==> config.mk <==
export PLATFORM = sky130hd
export DESIGN_NAME = dcc_core_control
export DESIGN_NICKNAME = d
export VERILOG_FILES = /design/src/hdl/dcc_pkg.sv /design/src/hdl/dcc_core_control.sv
export SDC_FILE = /design/constraint.sdc
export NUM_CORES = 1
export LEC_CHECK = 0
export ABC_AREA = 1
export BUFFER_PORTS_ARGS = -buffer_cell sky130_fd_sc_hd__buf_2
export CORE_MARGIN = 2
export CORE_UTILIZATION = 30
export DETAILED_ROUTE_END_ITERATION = 7
export GPL_TIMING_DRIVEN = 0
export REMOVE_ABC_BUFFERS = 1
export SLEW_MARGIN = 20
export SYNTH_ARGS = -nofsm -noshare
export SYNTH_HDL_FRONTEND = slang
export SYNTH_SLANG_ARGS = --single-unit
==> constraint.sdc <==
create_clock -name CLK -period 1.75 [get_ports CLK]
set_clock_uncertainty 0.05 [all_clocks]
set_input_delay 0 -clock CLK [delete_from_list [all_inputs] [get_ports CLK]]
set_output_delay 0 -clock CLK [all_outputs]
set_load 0.03 [all_outputs]
==> src/hdl/dcc_pkg.sv <==
// constants for the core control word register block
package dcc_pkg;
  localparam logic [31:0] CTRL_OFFSET   = 32'h0000_0000;
  localparam logic [31:0] DEPTH_OFFSET  = 32'h0000_0004;
  localparam int          ADDR_W        = 4;
  localparam int          BIT_MUL_UNS   = 12;
  localparam int          BIT_EARLY     = 11;
  localparam int          BIT_DEPTH_LO  = 8;
  localparam int          BIT_SAT_A     = 7;
  localparam int          BIT_SAT_B     = 6;
  localparam int          BIT_SAT_MEM   = 5;
  localparam int          BIT_SAT_MODE  = 4;
  localparam int          BIT_PRIO3     = 3;
  localparam int          BIT_WINDOW    = 2;
  localparam int          BIT_ROUND     = 1;
  localparam int          BIT_FRAC      = 0;
  localparam logic [15:0] CTRL_RESET    = 16'h0020;
  localparam logic [15:0] WRITE_MASK    = 16'h10F7;
  localparam logic [1:0]  RESP_OKAY     = 2'h0;
  localparam logic [1:0]  RESP_SLVERR   = 2'h2;
  typedef enum logic [1:0] {
    DCC_IDLE = 2'b00,
    DCC_RESP = 2'b01
  } dcc_wr_e;
endpackage : dcc_pkg

==> src/hdl/dcc_core_control.sv <==
// core control word register with axi4-lite slave
//
// Design decisions made here: the register offsets and the AXI4-Lite register port.
`timescale 1ns/10ps
`default_nettype none
module dcc_core_control (
  input  wire logic        CLK,             // 125 MHz core clock
  input  wire logic        RST_N,           // async reset, active low
  input  wire logic [31:0] S_AXI_AWADDR,    // write address
  input  wire logic        S_AXI_AWVALID,   // write address valid
  output logic             S_AXI_AWREADY,   // write address ready
  input  wire logic [31:0] S_AXI_WDATA,     // write data
  input  wire logic [3:0]  S_AXI_WSTRB,     // write byte strobes
  input  wire logic        S_AXI_WVALID,    // write data valid
  output logic             S_AXI_WREADY,    // write data ready
  output logic [1:0]       S_AXI_BRESP,     // write response
  output logic             S_AXI_BVALID,    // write response valid
  input  wire logic        S_AXI_BREADY,    // write response ready
  input  wire logic [31:0] S_AXI_ARADDR,    // read address
  input  wire logic        S_AXI_ARVALID,   // read address valid
  output logic             S_AXI_ARREADY,   // read address ready
  output logic [31:0]      S_AXI_RDATA,     // read data
  output logic [1:0]       S_AXI_RRESP,     // read response
  output logic             S_AXI_RVALID,    // read data valid
  input  wire logic        S_AXI_RREADY,    // read data ready
  input  wire logic [2:0]  LOOP_DEPTH_IN,   // active loop count from loop hw
  input  wire logic        PRIO_BIT3_SET,   // priority above seven, level
  output logic             SAT_A_EN,        // acc a saturation enable
  output logic             SAT_B_EN,        // acc b saturation enable
  output logic             SAT_MEM_EN,      // data write saturation enable
  output logic             SAT_MODE,        // 1 = 9.31 super saturation
  output logic             PRIORITY_BIT3,   // priority level bit three
  output logic             PROG_WINDOW_EN,  // program window visible
  output logic             ROUND_MODE,      // 1 = conventional rounding
  output logic             FRAC_MODE,       // 1 = integer, 0 = fractional
  output logic             MUL_UNSIGNED,    // 1 = unsigned multiplies
  output logic             EARLY_TERM       // end innermost loop, pulse
);
  logic            mul_uns;
  logic            sat_a;
  logic            sat_b;
  logic            sat_mem;
  logic            sat_mode;
  logic            prio3;
  logic            window;
  logic            round;
  logic            frac;
  logic [2:0]      depth;
  logic            aw_held;
  logic            w_held;
  logic [31:0]     aw_addr;
  logic [31:0]     w_data;
  logic [3:0]      w_strb;
  dcc_pkg::dcc_wr_e wr_state;
  logic            early;
  logic [31:0]     rdata;
  logic [1:0]      rresp;
  logic            rvalid;
  logic [1:0]      bresp;

  function automatic logic hit(input logic [31:0] a, input logic [31:0] off);
    hit = (a[dcc_pkg::ADDR_W-1:2] == off[dcc_pkg::ADDR_W-1:2]) &&
          (a[31:dcc_pkg::ADDR_W] == '0);
  endfunction : hit

  // one writable bit: its byte lane must be strobed and the bit be in the mask
  function automatic logic field_next(input logic        old,
                                      input int          pos,
                                      input logic [15:0] data,
                                      input logic        lo,
                                      input logic        hi);
    logic take;
    take       = dcc_pkg::WRITE_MASK[pos] && ((pos < 8) ? lo : hi);
    field_next = take ? data[pos] : old;
  endfunction : field_next

  wire        wr_go   = (wr_state == dcc_pkg::DCC_IDLE) && aw_held && w_held;
  wire        wr_ctrl = wr_go && hit(aw_addr, dcc_pkg::CTRL_OFFSET);
  wire        wr_ok   = wr_ctrl || (wr_go && hit(aw_addr, dcc_pkg::DEPTH_OFFSET));
  wire        lo_en   = wr_ctrl && w_strb[0];
  wire        hi_en   = wr_ctrl && w_strb[1];
  wire [15:0] wr_word = w_data[15:0];
  // priority bit three is clear-only; hardware set wins over a same-cycle clear
  wire        prio3_clr  = lo_en && !wr_word[dcc_pkg::BIT_PRIO3];
  wire        next_prio3 = PRIO_BIT3_SET || (prio3 && !prio3_clr);
  wire        next_mul_uns  = field_next(mul_uns, dcc_pkg::BIT_MUL_UNS, wr_word, lo_en, hi_en);
  wire        next_sat_a    = field_next(sat_a, dcc_pkg::BIT_SAT_A, wr_word, lo_en, hi_en);
  wire        next_sat_b    = field_next(sat_b, dcc_pkg::BIT_SAT_B, wr_word, lo_en, hi_en);
  wire        next_sat_mem  = field_next(sat_mem, dcc_pkg::BIT_SAT_MEM, wr_word, lo_en, hi_en);
  wire        next_sat_mode = field_next(sat_mode, dcc_pkg::BIT_SAT_MODE, wr_word, lo_en, hi_en);
  wire        next_window   = field_next(window, dcc_pkg::BIT_WINDOW, wr_word, lo_en, hi_en);
  wire        next_round    = field_next(round, dcc_pkg::BIT_ROUND, wr_word, lo_en, hi_en);
  wire        next_frac     = field_next(frac, dcc_pkg::BIT_FRAC, wr_word, lo_en, hi_en);
  // bit eleven always reads zero; only a written one makes the pulse
  wire        next_early    = hi_en && wr_word[dcc_pkg::BIT_EARLY];
  wire [15:0] readback = {
    3'h0,
    mul_uns,
    1'b0,
    depth,
    sat_a,
    sat_b,
    sat_mem,
    sat_mode,
    prio3,
    window,
    round,
    frac
  };
  wire        ar_ok = hit(S_AXI_ARADDR, dcc_pkg::CTRL_OFFSET) ||
                      hit(S_AXI_ARADDR, dcc_pkg::DEPTH_OFFSET);

  assign S_AXI_AWREADY = !aw_held && (wr_state == dcc_pkg::DCC_IDLE);
  assign S_AXI_WREADY  = !w_held && (wr_state == dcc_pkg::DCC_IDLE);
  assign S_AXI_BVALID  = (wr_state == dcc_pkg::DCC_RESP);
  assign S_AXI_BRESP   = bresp;
  assign S_AXI_ARREADY = !rvalid;
  assign S_AXI_RVALID  = rvalid;
  assign S_AXI_RDATA   = rdata;
  assign S_AXI_RRESP   = rresp;

  assign SAT_A_EN       = sat_a;
  assign SAT_B_EN       = sat_b;
  assign SAT_MEM_EN     = sat_mem;
  assign SAT_MODE       = sat_mode;
  assign PRIORITY_BIT3  = prio3;
  assign PROG_WINDOW_EN = window;
  assign ROUND_MODE     = round;
  assign FRAC_MODE      = frac;
  assign MUL_UNSIGNED   = mul_uns;
  assign EARLY_TERM     = early;

  always_ff @(posedge CLK or negedge RST_N) begin
    if (!RST_N) begin
      mul_uns <= dcc_pkg::CTRL_RESET[dcc_pkg::BIT_MUL_UNS];
    end else begin
      mul_uns <= next_mul_uns;
    end
  end

  always_ff @(posedge CLK or negedge RST_N) begin
    if (!RST_N) begin
      sat_a <= dcc_pkg::CTRL_RESET[dcc_pkg::BIT_SAT_A];
    end else begin
      sat_a <= next_sat_a;
    end
  end

  always_ff @(posedge CLK or negedge RST_N) begin
    if (!RST_N) begin
      sat_b <= dcc_pkg::CTRL_RESET[dcc_pkg::BIT_SAT_B];
    end else begin
      sat_b <= next_sat_b;
    end
  end

  always_ff @(posedge CLK or negedge RST_N) begin
    if (!RST_N) begin
      sat_mem <= dcc_pkg::CTRL_RESET[dcc_pkg::BIT_SAT_MEM];
    end else begin
      sat_mem <= next_sat_mem;
    end
  end

  always_ff @(posedge CLK or negedge RST_N) begin
    if (!RST_N) begin
      sat_mode <= dcc_pkg::CTRL_RESET[dcc_pkg::BIT_SAT_MODE];
    end else begin
      sat_mode <= next_sat_mode;
    end
  end

  always_ff @(posedge CLK or negedge RST_N) begin
    if (!RST_N) begin
      prio3 <= dcc_pkg::CTRL_RESET[dcc_pkg::BIT_PRIO3];
    end else begin
      prio3 <= next_prio3;
    end
  end

  always_ff @(posedge CLK or negedge RST_N) begin
    if (!RST_N) begin
      window <= dcc_pkg::CTRL_RESET[dcc_pkg::BIT_WINDOW];
    end else begin
      window <= next_window;
    end
  end

  always_ff @(posedge CLK or negedge RST_N) begin
    if (!RST_N) begin
      round <= dcc_pkg::CTRL_RESET[dcc_pkg::BIT_ROUND];
    end else begin
      round <= next_round;
    end
  end

  always_ff @(posedge CLK or negedge RST_N) begin
    if (!RST_N) begin
      frac <= dcc_pkg::CTRL_RESET[dcc_pkg::BIT_FRAC];
    end else begin
      frac <= next_frac;
    end
  end

  // depth lags the loop hardware by one clock
  always_ff @(posedge CLK or negedge RST_N) begin
    if (!RST_N) begin
      depth <= dcc_pkg::CTRL_RESET[dcc_pkg::BIT_DEPTH_LO +: 3];
    end else begin
      depth <= LOOP_DEPTH_IN;
    end
  end

  always_ff @(posedge CLK or negedge RST_N) begin
    if (!RST_N) begin
      early <= dcc_pkg::CTRL_RESET[dcc_pkg::BIT_EARLY];
    end else begin
      early <= next_early;
    end
  end

  always_ff @(posedge CLK or negedge RST_N) begin
    if (!RST_N) begin
      aw_held <= 1'b0;
      aw_addr <= 32'h0000_0000;
    end else if (S_AXI_AWVALID && S_AXI_AWREADY) begin
      aw_held <= 1'b1;
      aw_addr <= S_AXI_AWADDR;
    end else if (wr_go) begin
      aw_held <= 1'b0;
    end
  end

  always_ff @(posedge CLK or negedge RST_N) begin
    if (!RST_N) begin
      w_held <= 1'b0;
      w_data <= 32'h0000_0000;
      w_strb <= 4'h0;
    end else if (S_AXI_WVALID && S_AXI_WREADY) begin
      w_held <= 1'b1;
      w_data <= S_AXI_WDATA;
      w_strb <= S_AXI_WSTRB;
    end else if (wr_go) begin
      w_held <= 1'b0;
    end
  end

  always_ff @(posedge CLK or negedge RST_N) begin
    if (!RST_N) begin
      wr_state <= dcc_pkg::DCC_IDLE;
      bresp <= dcc_pkg::RESP_OKAY;
    end else begin
      case (wr_state)
        dcc_pkg::DCC_IDLE: begin
          if (wr_go) begin
            wr_state <= dcc_pkg::DCC_RESP;
            bresp <= wr_ok ? dcc_pkg::RESP_OKAY : dcc_pkg::RESP_SLVERR;
          end
        end
        dcc_pkg::DCC_RESP: begin
          if (S_AXI_BREADY) begin
            wr_state <= dcc_pkg::DCC_IDLE;
          end
        end
        default: wr_state <= dcc_pkg::DCC_IDLE;
      endcase
    end
  end

  // both offsets return the whole word; the second is a read alias
  always_ff @(posedge CLK or negedge RST_N) begin
    if (!RST_N) begin
      rvalid <= 1'b0;
      rdata <= 32'h0000_0000;
      rresp <= dcc_pkg::RESP_OKAY;
    end else if (S_AXI_ARVALID && S_AXI_ARREADY) begin
      rvalid <= 1'b1;
      rdata <= ar_ok ? {16'h0000, readback} : 32'h0000_0000;
      rresp <= ar_ok ? dcc_pkg::RESP_OKAY : dcc_pkg::RESP_SLVERR;
    end else if (S_AXI_RREADY) begin
      rvalid <= 1'b0;
    end
  end
endmodule : dcc_core_control
`default_nettype wire

# Yosys cells after proc, flatten, opt, wreduce, memory -nomap -nowiden
# Index checks and enable logic that the tools add are counted.
classes:
  eq_ne: 5
  mux: 11
  n_reduce_logical: 36
op_table:
  columns: ["op", "n"]
  rows:
  - ["28-bit zero test", 2]
  - ["1-bit logical AND", 18]
  - ["13-bit 2-to-1 mux", 1]
  - ["2-bit 2-to-1 mux", 4]
  - ["2-bit by 1-bit equality test with 1-bit output, second input constant", 3]
  - ["2-bit zero test", 3]
  - ["2-bit nonzero test", 3]
  - ["1-bit zero test", 5]
  - ["1-bit 2-to-1 mux", 5]
  - ["2-bit one-hot mux with 2 select lines", 1]
  - ["2-bit AND reduction", 2]
  - ["1-bit logical OR", 3]
  - ["2-bit by 1-bit != test with 1-bit output, second input constant", 1]
  - ["2-bit != test, second input constant", 1]
word_totals:
  regBits: 101
  elab_cells: 73

# Depth between registers and ports, before layout
# Gate-level depths: netlist of the first run.
depth:
  word_depth: 9
  depth_mapped: 9

# Least setup slack after synthesis of the first run
# OpenSTA, ideal clock, no wires.
synth_timing:
  path_kind: "register to register"
  start: "reg wr_state[0]"
  end: "reg w_strb[0]"
  t_arrival_ns: 1.589
  required_time_ns: 1.572
  setup_slack_ns: -0.016
  stages_incl_launch_ff: 4
  synth_period_minus_slack_ns: 1.766
  cell_sequence: "dfrtp_1 -> nor2_1 -> nand2_1 -> mux2_1"
synth_between:
  elab_chain_len: 3
synth_rtl:
  columns: ["element", "line_no", "text"]
  rows:
  - ["from (decl)", "dcc_core_control.sv:54", "dcc_pkg::dcc_wr_e wr_state;"]
  - ["from (signal assigned)", "dcc_core_control.sv:250", "wr_state <= dcc_pkg::DCC_IDLE;"]
  - ["from (signal assigned)", "dcc_core_control.sv:256", "wr_state <= dcc_pkg::DCC_RESP;"]
  - ["from (signal assigned)", "dcc_core_control.sv:262", "wr_state <= dcc_pkg::DCC_IDLE;"]
  - ["2-bit zero test", "dcc_core_control.sv:114", "assign S_AXI_WREADY = !w_held && (wr_state == dcc_pkg::DCC_IDLE);"]
  - ["1-bit logical AND", "dcc_core_control.sv:114", null]
  - ["via S_AXI_WREADY", "dcc_core_control.sv:15", "output logic S_AXI_WREADY,"]
  - ["1-bit logical AND", "dcc_core_control.sv:239", "end else if (S_AXI_WVALID && S_AXI_WREADY) begin"]
  - ["to (signal assigned)", "dcc_core_control.sv:238", "w_strb <= 4'h0;"]
  - ["to (signal assigned)", "dcc_core_control.sv:242", "w_strb <= S_AXI_WSTRB;"]
  - ["to (decl)", "dcc_core_control.sv:53", "logic [3:0] w_strb;"]
# The timed path passes the listed nets, and every way through them passes these cells.
# A chain may end at the register's enable or synchronous reset.

# Worst setup path in the final report of the first run
layout_timing:
  start: "reg aw_addr[11]"
  end: "reg sat_a (netlist: SAT_A_EN)"
layout_between:
  elab_chain_len: 4
layout_rtl:
  columns: ["element", "line_no", "text"]
  rows:
  - ["from (decl)", "dcc_core_control.sv:51", "logic [31:0] aw_addr;"]
  - ["from (signal assigned)", "dcc_core_control.sv:225", "aw_addr <= 32'h0000_0000;"]
  - ["from (signal assigned)", "dcc_core_control.sv:228", "aw_addr <= S_AXI_AWADDR;"]
  - ["28-bit zero test", "dcc_core_control.sv:63", "(a[31:dcc_pkg::ADDR_W] == '0);"]
  - ["1-bit logical AND", "dcc_core_control.sv:62", "hit = (a[dcc_pkg::ADDR_W-1:2] == off[dcc_pkg::ADDR_W-1:2]) &&"]
  - ["1-bit logical AND", "dcc_core_control.sv:78", "wire wr_ctrl = wr_go && hit(aw_addr, dcc_pkg::CTRL_OFFSET);"]
  - ["1-bit logical AND", "dcc_core_control.sv:80", "wire lo_en = wr_ctrl && w_strb[0];"]
  - ["to (signal assigned)", "dcc_core_control.sv:143", "sat_a <= dcc_pkg::CTRL_RESET[dcc_pkg::BIT_SAT_A];"]
  - ["to (signal assigned)", "dcc_core_control.sv:145", "sat_a <= next_sat_a;"]
  - ["to (decl)", "dcc_core_control.sv:40", "logic sat_a;"]
# No other way between the ends.

==> impl_metrics.env, run 1 <==
export IMPL_avgSynthCellArea_um2=10.7
export IMPL_final_setup_tns_ps=0
export IMPL_placed_cell_area_mm2=0.00373
export IMPL_cts_buffers=9
export IMPL_hold_violations=0
export IMPL_rr_endpoint="SAT_A_EN"
export IMPL_grt_overflow=0
export IMPL_viasPerCell=4.10
export IMPL_worstHoldPathCells=5
export IMPL_hpwl_um=4650
export IMPL_drt_initial_drc_count=69
export IMPL_grt_pass1_wl_um=11300
export IMPL_path_common_cell="nand2_1"
export IMPL_path_delay_family="simple AND/OR/NAND/NOR gates"
export IMPL_endpoint_kind="register"
export IMPL_r2r_setup_slack_ps=140
export IMPL_cts_buffer_depth=2
export IMPL_path_class="register to register"
export IMPL_min_from="S_AXI_ARADDR[27]"
export IMPL_ys_warnings_count=0
export IMPL_grt_max_degree=38
export IMPL_critPathMaxFanout=14
export IMPL_clock_root_buffer="clkbuf_8"
export IMPL_grt_pass1_vias=2516
export IMPL_ys_seq_area_share_pct=58.5
export IMPL_gr_usage_all_layers_pct=12.9
export IMPL_cts_sinks=73
export IMPL_die_area_mm2=0.0112
export IMPL_start_util_pct=30.5
export IMPL_syn2layout_area_growth_pct=43.5
export IMPL_finalSetupViolCount=0
export IMPL_worstPathCellList="nor2_1, nand2_1, nor2_1, nand2_1, nor2_4, nand3_4, nand2_1, o21ai_2"
export IMPL_power_total_mw=5.47
export IMPL_maxCapViolCount=0
export IMPL_die_w_um=106
export IMPL_power_density_mw_per_mm2=1220
export IMPL_vias=2439
export IMPL_min_to="S_AXI_RRESP[1]"
export IMPL_ios=162
export IMPL_hp_class="primary input to register"
export IMPL_fmax_mhz=623
export IMPL_synth_seq_cells=73
export IMPL_htreeDepth=3
export IMPL_crit_arrival_ps=1770
export IMPL_antenna_found_initial=0
export IMPL_drt_pass1_iter_count=4
export IMPL_dp_cells=529
export IMPL_netlist_instances=291
export IMPL_crit_buf_inv=0
export IMPL_core_area_mm2=0.0102
export IMPL_setup_slack_ps=145
export IMPL_finalNonFillerCells=595
export IMPL_routed_wl_um=6880
export IMPL_rr_startpoint="aw_addr[11]"
export IMPL_port_buffers=110
export IMPL_status="finished clean"
export IMPL_clk_latency_ps=340
export IMPL_synth_cell_types=30
export IMPL_final_antenna_net_count=0
export IMPL_ir_drop_mv=0.743
export IMPL_critPathRequiredTime_ps=1920
export IMPL_start_kind="register"
export IMPL_drc=0
export IMPL_place_gp_congestion=0.675
export IMPL_clk_pin_slew_ps=70
export IMPL_drv_slew=0
export IMPL_yosys_area_top_type_share_pct=57.7
export IMPL_rsz0062_at_grt="false"
export IMPL_reg2regPathDepth=8
export IMPL_hold_ws_ps=67.2
export IMPL_drive_above_1_share_pct=32.2
export IMPL_rows=37
export IMPL_die_h_um=106
export IMPL_place_ws_ps=0.714
export IMPL_syn_area_mm2=0.00312
export IMPL_slowest_delay_ps=380
export IMPL_crit_slowest_cell="dfrtp_1"
export IMPL_p_leak_nw=2.27
export IMPL_final_cell_area_mm2=0.00448
export IMPL_antenna_diode_count=0
export IMPL_final_nets=565
export IMPL_wl_per_cell_um=11.6
export IMPL_final_util_pct=43.8
export IMPL_fillCellCount=987
export IMPL_synthTopCellsByArea="dfrtp_1 58%, mux2_1 12%, nand2_1 7.2%"
export IMPL_cts_tree="yes"
export IMPL_fin_crit_sh_pct=91.7
export IMPL_synth_top_area_cell="dfrtp_1"
export IMPL_fin_crit_ps=1610
## layout make-up
type | instances | area (µm²) | share of cell area, %
multi-input combinational | 195 | 1120 | 25.1
clock inverter | 6 | 108 | 2.40
clock buffer | 10 | 128 | 2.85
inverter | 14 | 52.6 | 1.17
tap | 136 | 170 | 3.80
timing repair buffer | 161 | 1070 | 23.9
sequential | 73 | 1830 | 40.8
## routing by layer
| layer | routed length [µm] | share of wire (%) | track usage (%) | vias to the layer above |
|---|---|---|---|---|
| met5 | 0 | 0 | 0 | - |
| met4 | 102 | 1.5 | 5.08 | 0 |
| met3 | 405 | 5.9 | 3.25 | 7 |
| met2 | 3410 | 50 | 23.4 | 82 |
| met1 | 2970 | 43 | 14.5 | 1135 |
| li1 | - | - | - | 1215 |
## how the worst max path moves through the flow
| stage | startpoint | to | slack [ps] | cells after the start |
|---|---|---|---|---|
| floorplan | wr_state[0] | aw_addr[10] | -480 | 3 |
| global placement | wr_state[0] | aw_addr[10] | -340 | 3 |
| detailed placement | wr_state[0] | w_strb[1] | 0.7 | 3 |
| CTS | wr_state[0] | aw_addr[29] | 20 | 3 |
| global route | aw_addr[11] | SAT_A_EN | 20 | 8 |
| finish | aw_addr[11] | SAT_A_EN | 140 | 8 |
## state kept, by name (all words and copies together) (netlist names), 2 cells and up
register and cells:
aw_addr 30, S_AXI_RDATA 12, w_data 10, depth 3, w_strb 2
## worst reg2reg max path, delay by kind of cell, from the launching register on
family	cells	cell delay [ps]
flops	1	380
simple gates	7	1020
compound gates	1	60
## report_power, final
group	switching (mW)	internal (mW)	total [mW]	leakage, nW
registers	0.293	2.23	2.53	0.882
logic	0.782	0.613	1.40	1.27
clock network	0.605	0.943	1.55	0.116
## logic make-up after synthesis
kind of cell	synth area share [%]
AOI/OAI and AO/OA	4.45
DFF	58.5
muxes	11.5
buffers and inverters	8.49
and+or+nand+nor	16.9
other	0.120
## cell usage after synthesis, drive strengths merged
library cell,number
nand3,5
nand2,62
a21oi,11
o21ai,10
a22oi,1
inv,14
dfrtp,72
conb,1
nor4,2
clkbuf,1
and2,1
buf,29
nor2,43
nand3b,1
nand4,2
nor3,3
mux2,32
dfstp,1
## cells in the final DEF, fill, tap and decap left out, types with 3 or more instances in the layout
cell and count:
buf_2 109, dfrtp_1 72, nand2_1 58, dlygate4sd3_1 50
nor2_1 39, mux2_1 32, conb_1 22, inv_1 12
a21oi_1 11, clkbuf_8 9, o21ai_2 7, nand2_2 3
nand3_1 3, bufinv_16 3
## timing repair
action / CTS / global route
buffers inserted: 0 / 0
endpoints found under the setup margin: 4 / 30
hold buffers: 50 / 0
endpoints found under the hold margin: 121 / 0
gates resized for setup: 2 / 1
(Power assumes the default switching activity.)
==> run 2: changes to the inputs <==
--- a/config.mk
+++ b/config.mk
@@ -11,6 +11,7 @@
 export CORE_UTILIZATION = 30
 export DETAILED_ROUTE_END_ITERATION = 7
 export GPL_TIMING_DRIVEN = 0
+export PLACE_DENSITY_LB_ADDON = 0.3
 export REMOVE_ABC_BUFFERS = 1
 export SLEW_MARGIN = 20
 export SYNTH_ARGS = -nofsm -noshare
==> impl_metrics.env, run 2 (synthesis results as in run 1) <==
export IMPL_cts_buffers=9
export IMPL_final_cell_mix="109 x buf_2, 72 x dfrtp_1, 58 x nand2_1, 50 x dlygate4sd3_1, 39 x nor2_1"
export IMPL_htreeDepth=3
export IMPL_place_gp_congestion=0.674
export IMPL_fin_crit_sh_pct=89.1
export IMPL_placed_cell_area_mm2=0.00373
export IMPL_routed_wl_um=6880
export IMPL_reg2regPathDepth=8
export IMPL_start_kind="register"
export IMPL_rr_startpoint="aw_addr[7]"
export IMPL_power_density_mw_per_mm2=1140
export IMPL_die_area_mm2=0.0112
export IMPL_endpoint_kind="register"
export IMPL_critPathRequiredTime_ps=1920
export IMPL_mostFrequentLayoutCell="buf_2"
export IMPL_r2r_setup_slack_ps=190
export IMPL_syn2layout_area_growth_pct=41.9
export IMPL_clk_latency_ps=340
export IMPL_ios=162
export IMPL_viasPerCell=4.13
export IMPL_hp_class="primary input to asynchronous set/reset pin"
export IMPL_hpwl_um=4650
export IMPL_hold_violations=0
export IMPL_drt_initial_drc_count=76
export IMPL_grt_pass1_vias=2427
export IMPL_start_util_pct=30.5
export IMPL_clock_root_buffer="clkbuf_8"
export IMPL_rsz0062_at_grt="false"
export IMPL_p_leak_nw=2.24
export IMPL_final_cell_area_mm2=0.00443
export IMPL_grt_overflow=0
export IMPL_drt_pass1_iter_count=5
export IMPL_final_antenna_net_count=0
export IMPL_antenna_found_initial=0
export IMPL_drive_above_1_share_pct=32.0
export IMPL_die_w_um=106
export IMPL_maxCapViolCount=0
export IMPL_cts_tree="yes"
export IMPL_cts_sinks=73
export IMPL_vias=2460
export IMPL_antenna_diode_count=0
export IMPL_top_register="aw_addr"
export IMPL_critPathMaxFanout=14
export IMPL_status="finished clean"
export IMPL_port_buffers=110
export IMPL_clk_pin_slew_ps=80
export IMPL_rr_endpoint="SAT_A_EN"
export IMPL_hold_ws_ps=103
export IMPL_fin_crit_ps=1560
export IMPL_gr_usage_all_layers_pct=13.1
export IMPL_largest_register_ffs=30
export IMPL_path_class="register to register"
export IMPL_fmax_mhz=641
export IMPL_die_h_um=106
export IMPL_final_nets=566
export IMPL_grt_max_degree=39
export IMPL_finalSetupViolCount=0
export IMPL_cts_buffer_depth=2
export IMPL_grt_pass1_wl_um=11500
export IMPL_rows=37
export IMPL_core_area_mm2=0.0102
export IMPL_ir_drop_mv=1.00
export IMPL_crit_arrival_ps=1730
export IMPL_wl_per_cell_um=11.6
export IMPL_drc=0
export IMPL_fillCellCount=1015
export IMPL_drv_slew=0
[run 2: changes by cell type in the layout (fill, tap and decap cells not counted), sizes merged]
cell,previous run,this run
buf,111,112
bufinv,3,0
clkbuf,10,12
[run 2: through the flow]
step	std cells	total power [mW]	setup slack, ps	utilization (%)	TNS [ps]
after floorplan	282	3.46	-476	-	-17130
after global placement	528	3.80	-347	36.3	-10170
after detailed placement	529	3.87	2.03	36.5	0
after CTS	594	5.12	42.9	43.1	0
after global routing	595	5.45	30.3	43.3	0
final	595	5.04	191	43.3	0
[run 2: what timing repair did]
item | CTS | global route
resized for setup | 2 | 1
buffers inserted | 0 | 1
pin swaps | 0 | 1
hold buffers | 50 | 0
endpoints found under the setup margin | 8 | 40
hold endpoints to repair | 121 | 0
[run 2: worst max path at each step]
stage | cells past startpoint | slack (ps) | end | from
2_1_floorplan | 3 | -480 | aw_addr[10] | wr_state[0]
3_3_place_gp | 3 | -350 | aw_addr[8] | wr_state[0]
3_5_place_dp | 3 | 2 | w_strb[1] | wr_state[0]
4_1_cts | 3 | 40 | aw_addr[10] | wr_state[0]
5_1_grt | 8 | 30 | SAT_A_EN | aw_addr[18]
6_report | 8 | 190 | SAT_A_EN | aw_addr[7]
[run 2: critical path: stages, from the launching register on]
cell and delay, ps:
dfrtp_1 390, nor2_1 110, nand2_1 60, nor2_1 110, nand2_1 130, nor2_4 180, nand3_4 220, nand2_1 140
o21ai_2 60
[run 2: report_power, final]
group	switching [mW]	leakage [nW]	internal (mW)	total [mW]
Clock	0.597	0.0822	0.542	1.14
Combinational	0.774	1.28	0.613	1.39
Sequential	0.281	0.882	2.23	2.51
Total	1.65	2.24	3.39	5.04
[run 2: layout make-up]
| class | instances | area [µm²] | share of cell area, % |
|---|---|---|---|
| timing repair buffer | 162 | 1090 | 24.7 |
| tap | 136 | 170 | 3.84 |
| clock buffer | 12 | 145 | 3.28 |
| sequential | 73 | 1830 | 41.3 |
| inverter | 14 | 52.6 | 1.19 |
| clock inverter | 3 | 17.5 | 0.395 |
| multi-input combinational | 195 | 1120 | 25.4 |
[run 2: metal layers]
metal / track usage, % / part of all wire [%] / vias up
li1: - / - / 1222
met1: 15.6 / 44 / 1135
met2: 22.3 / 48 / 92
met3: 3.56 / 6.4 / 11
met4: 5.36 / 1.5 / 0
met5: 0 / 0 / -
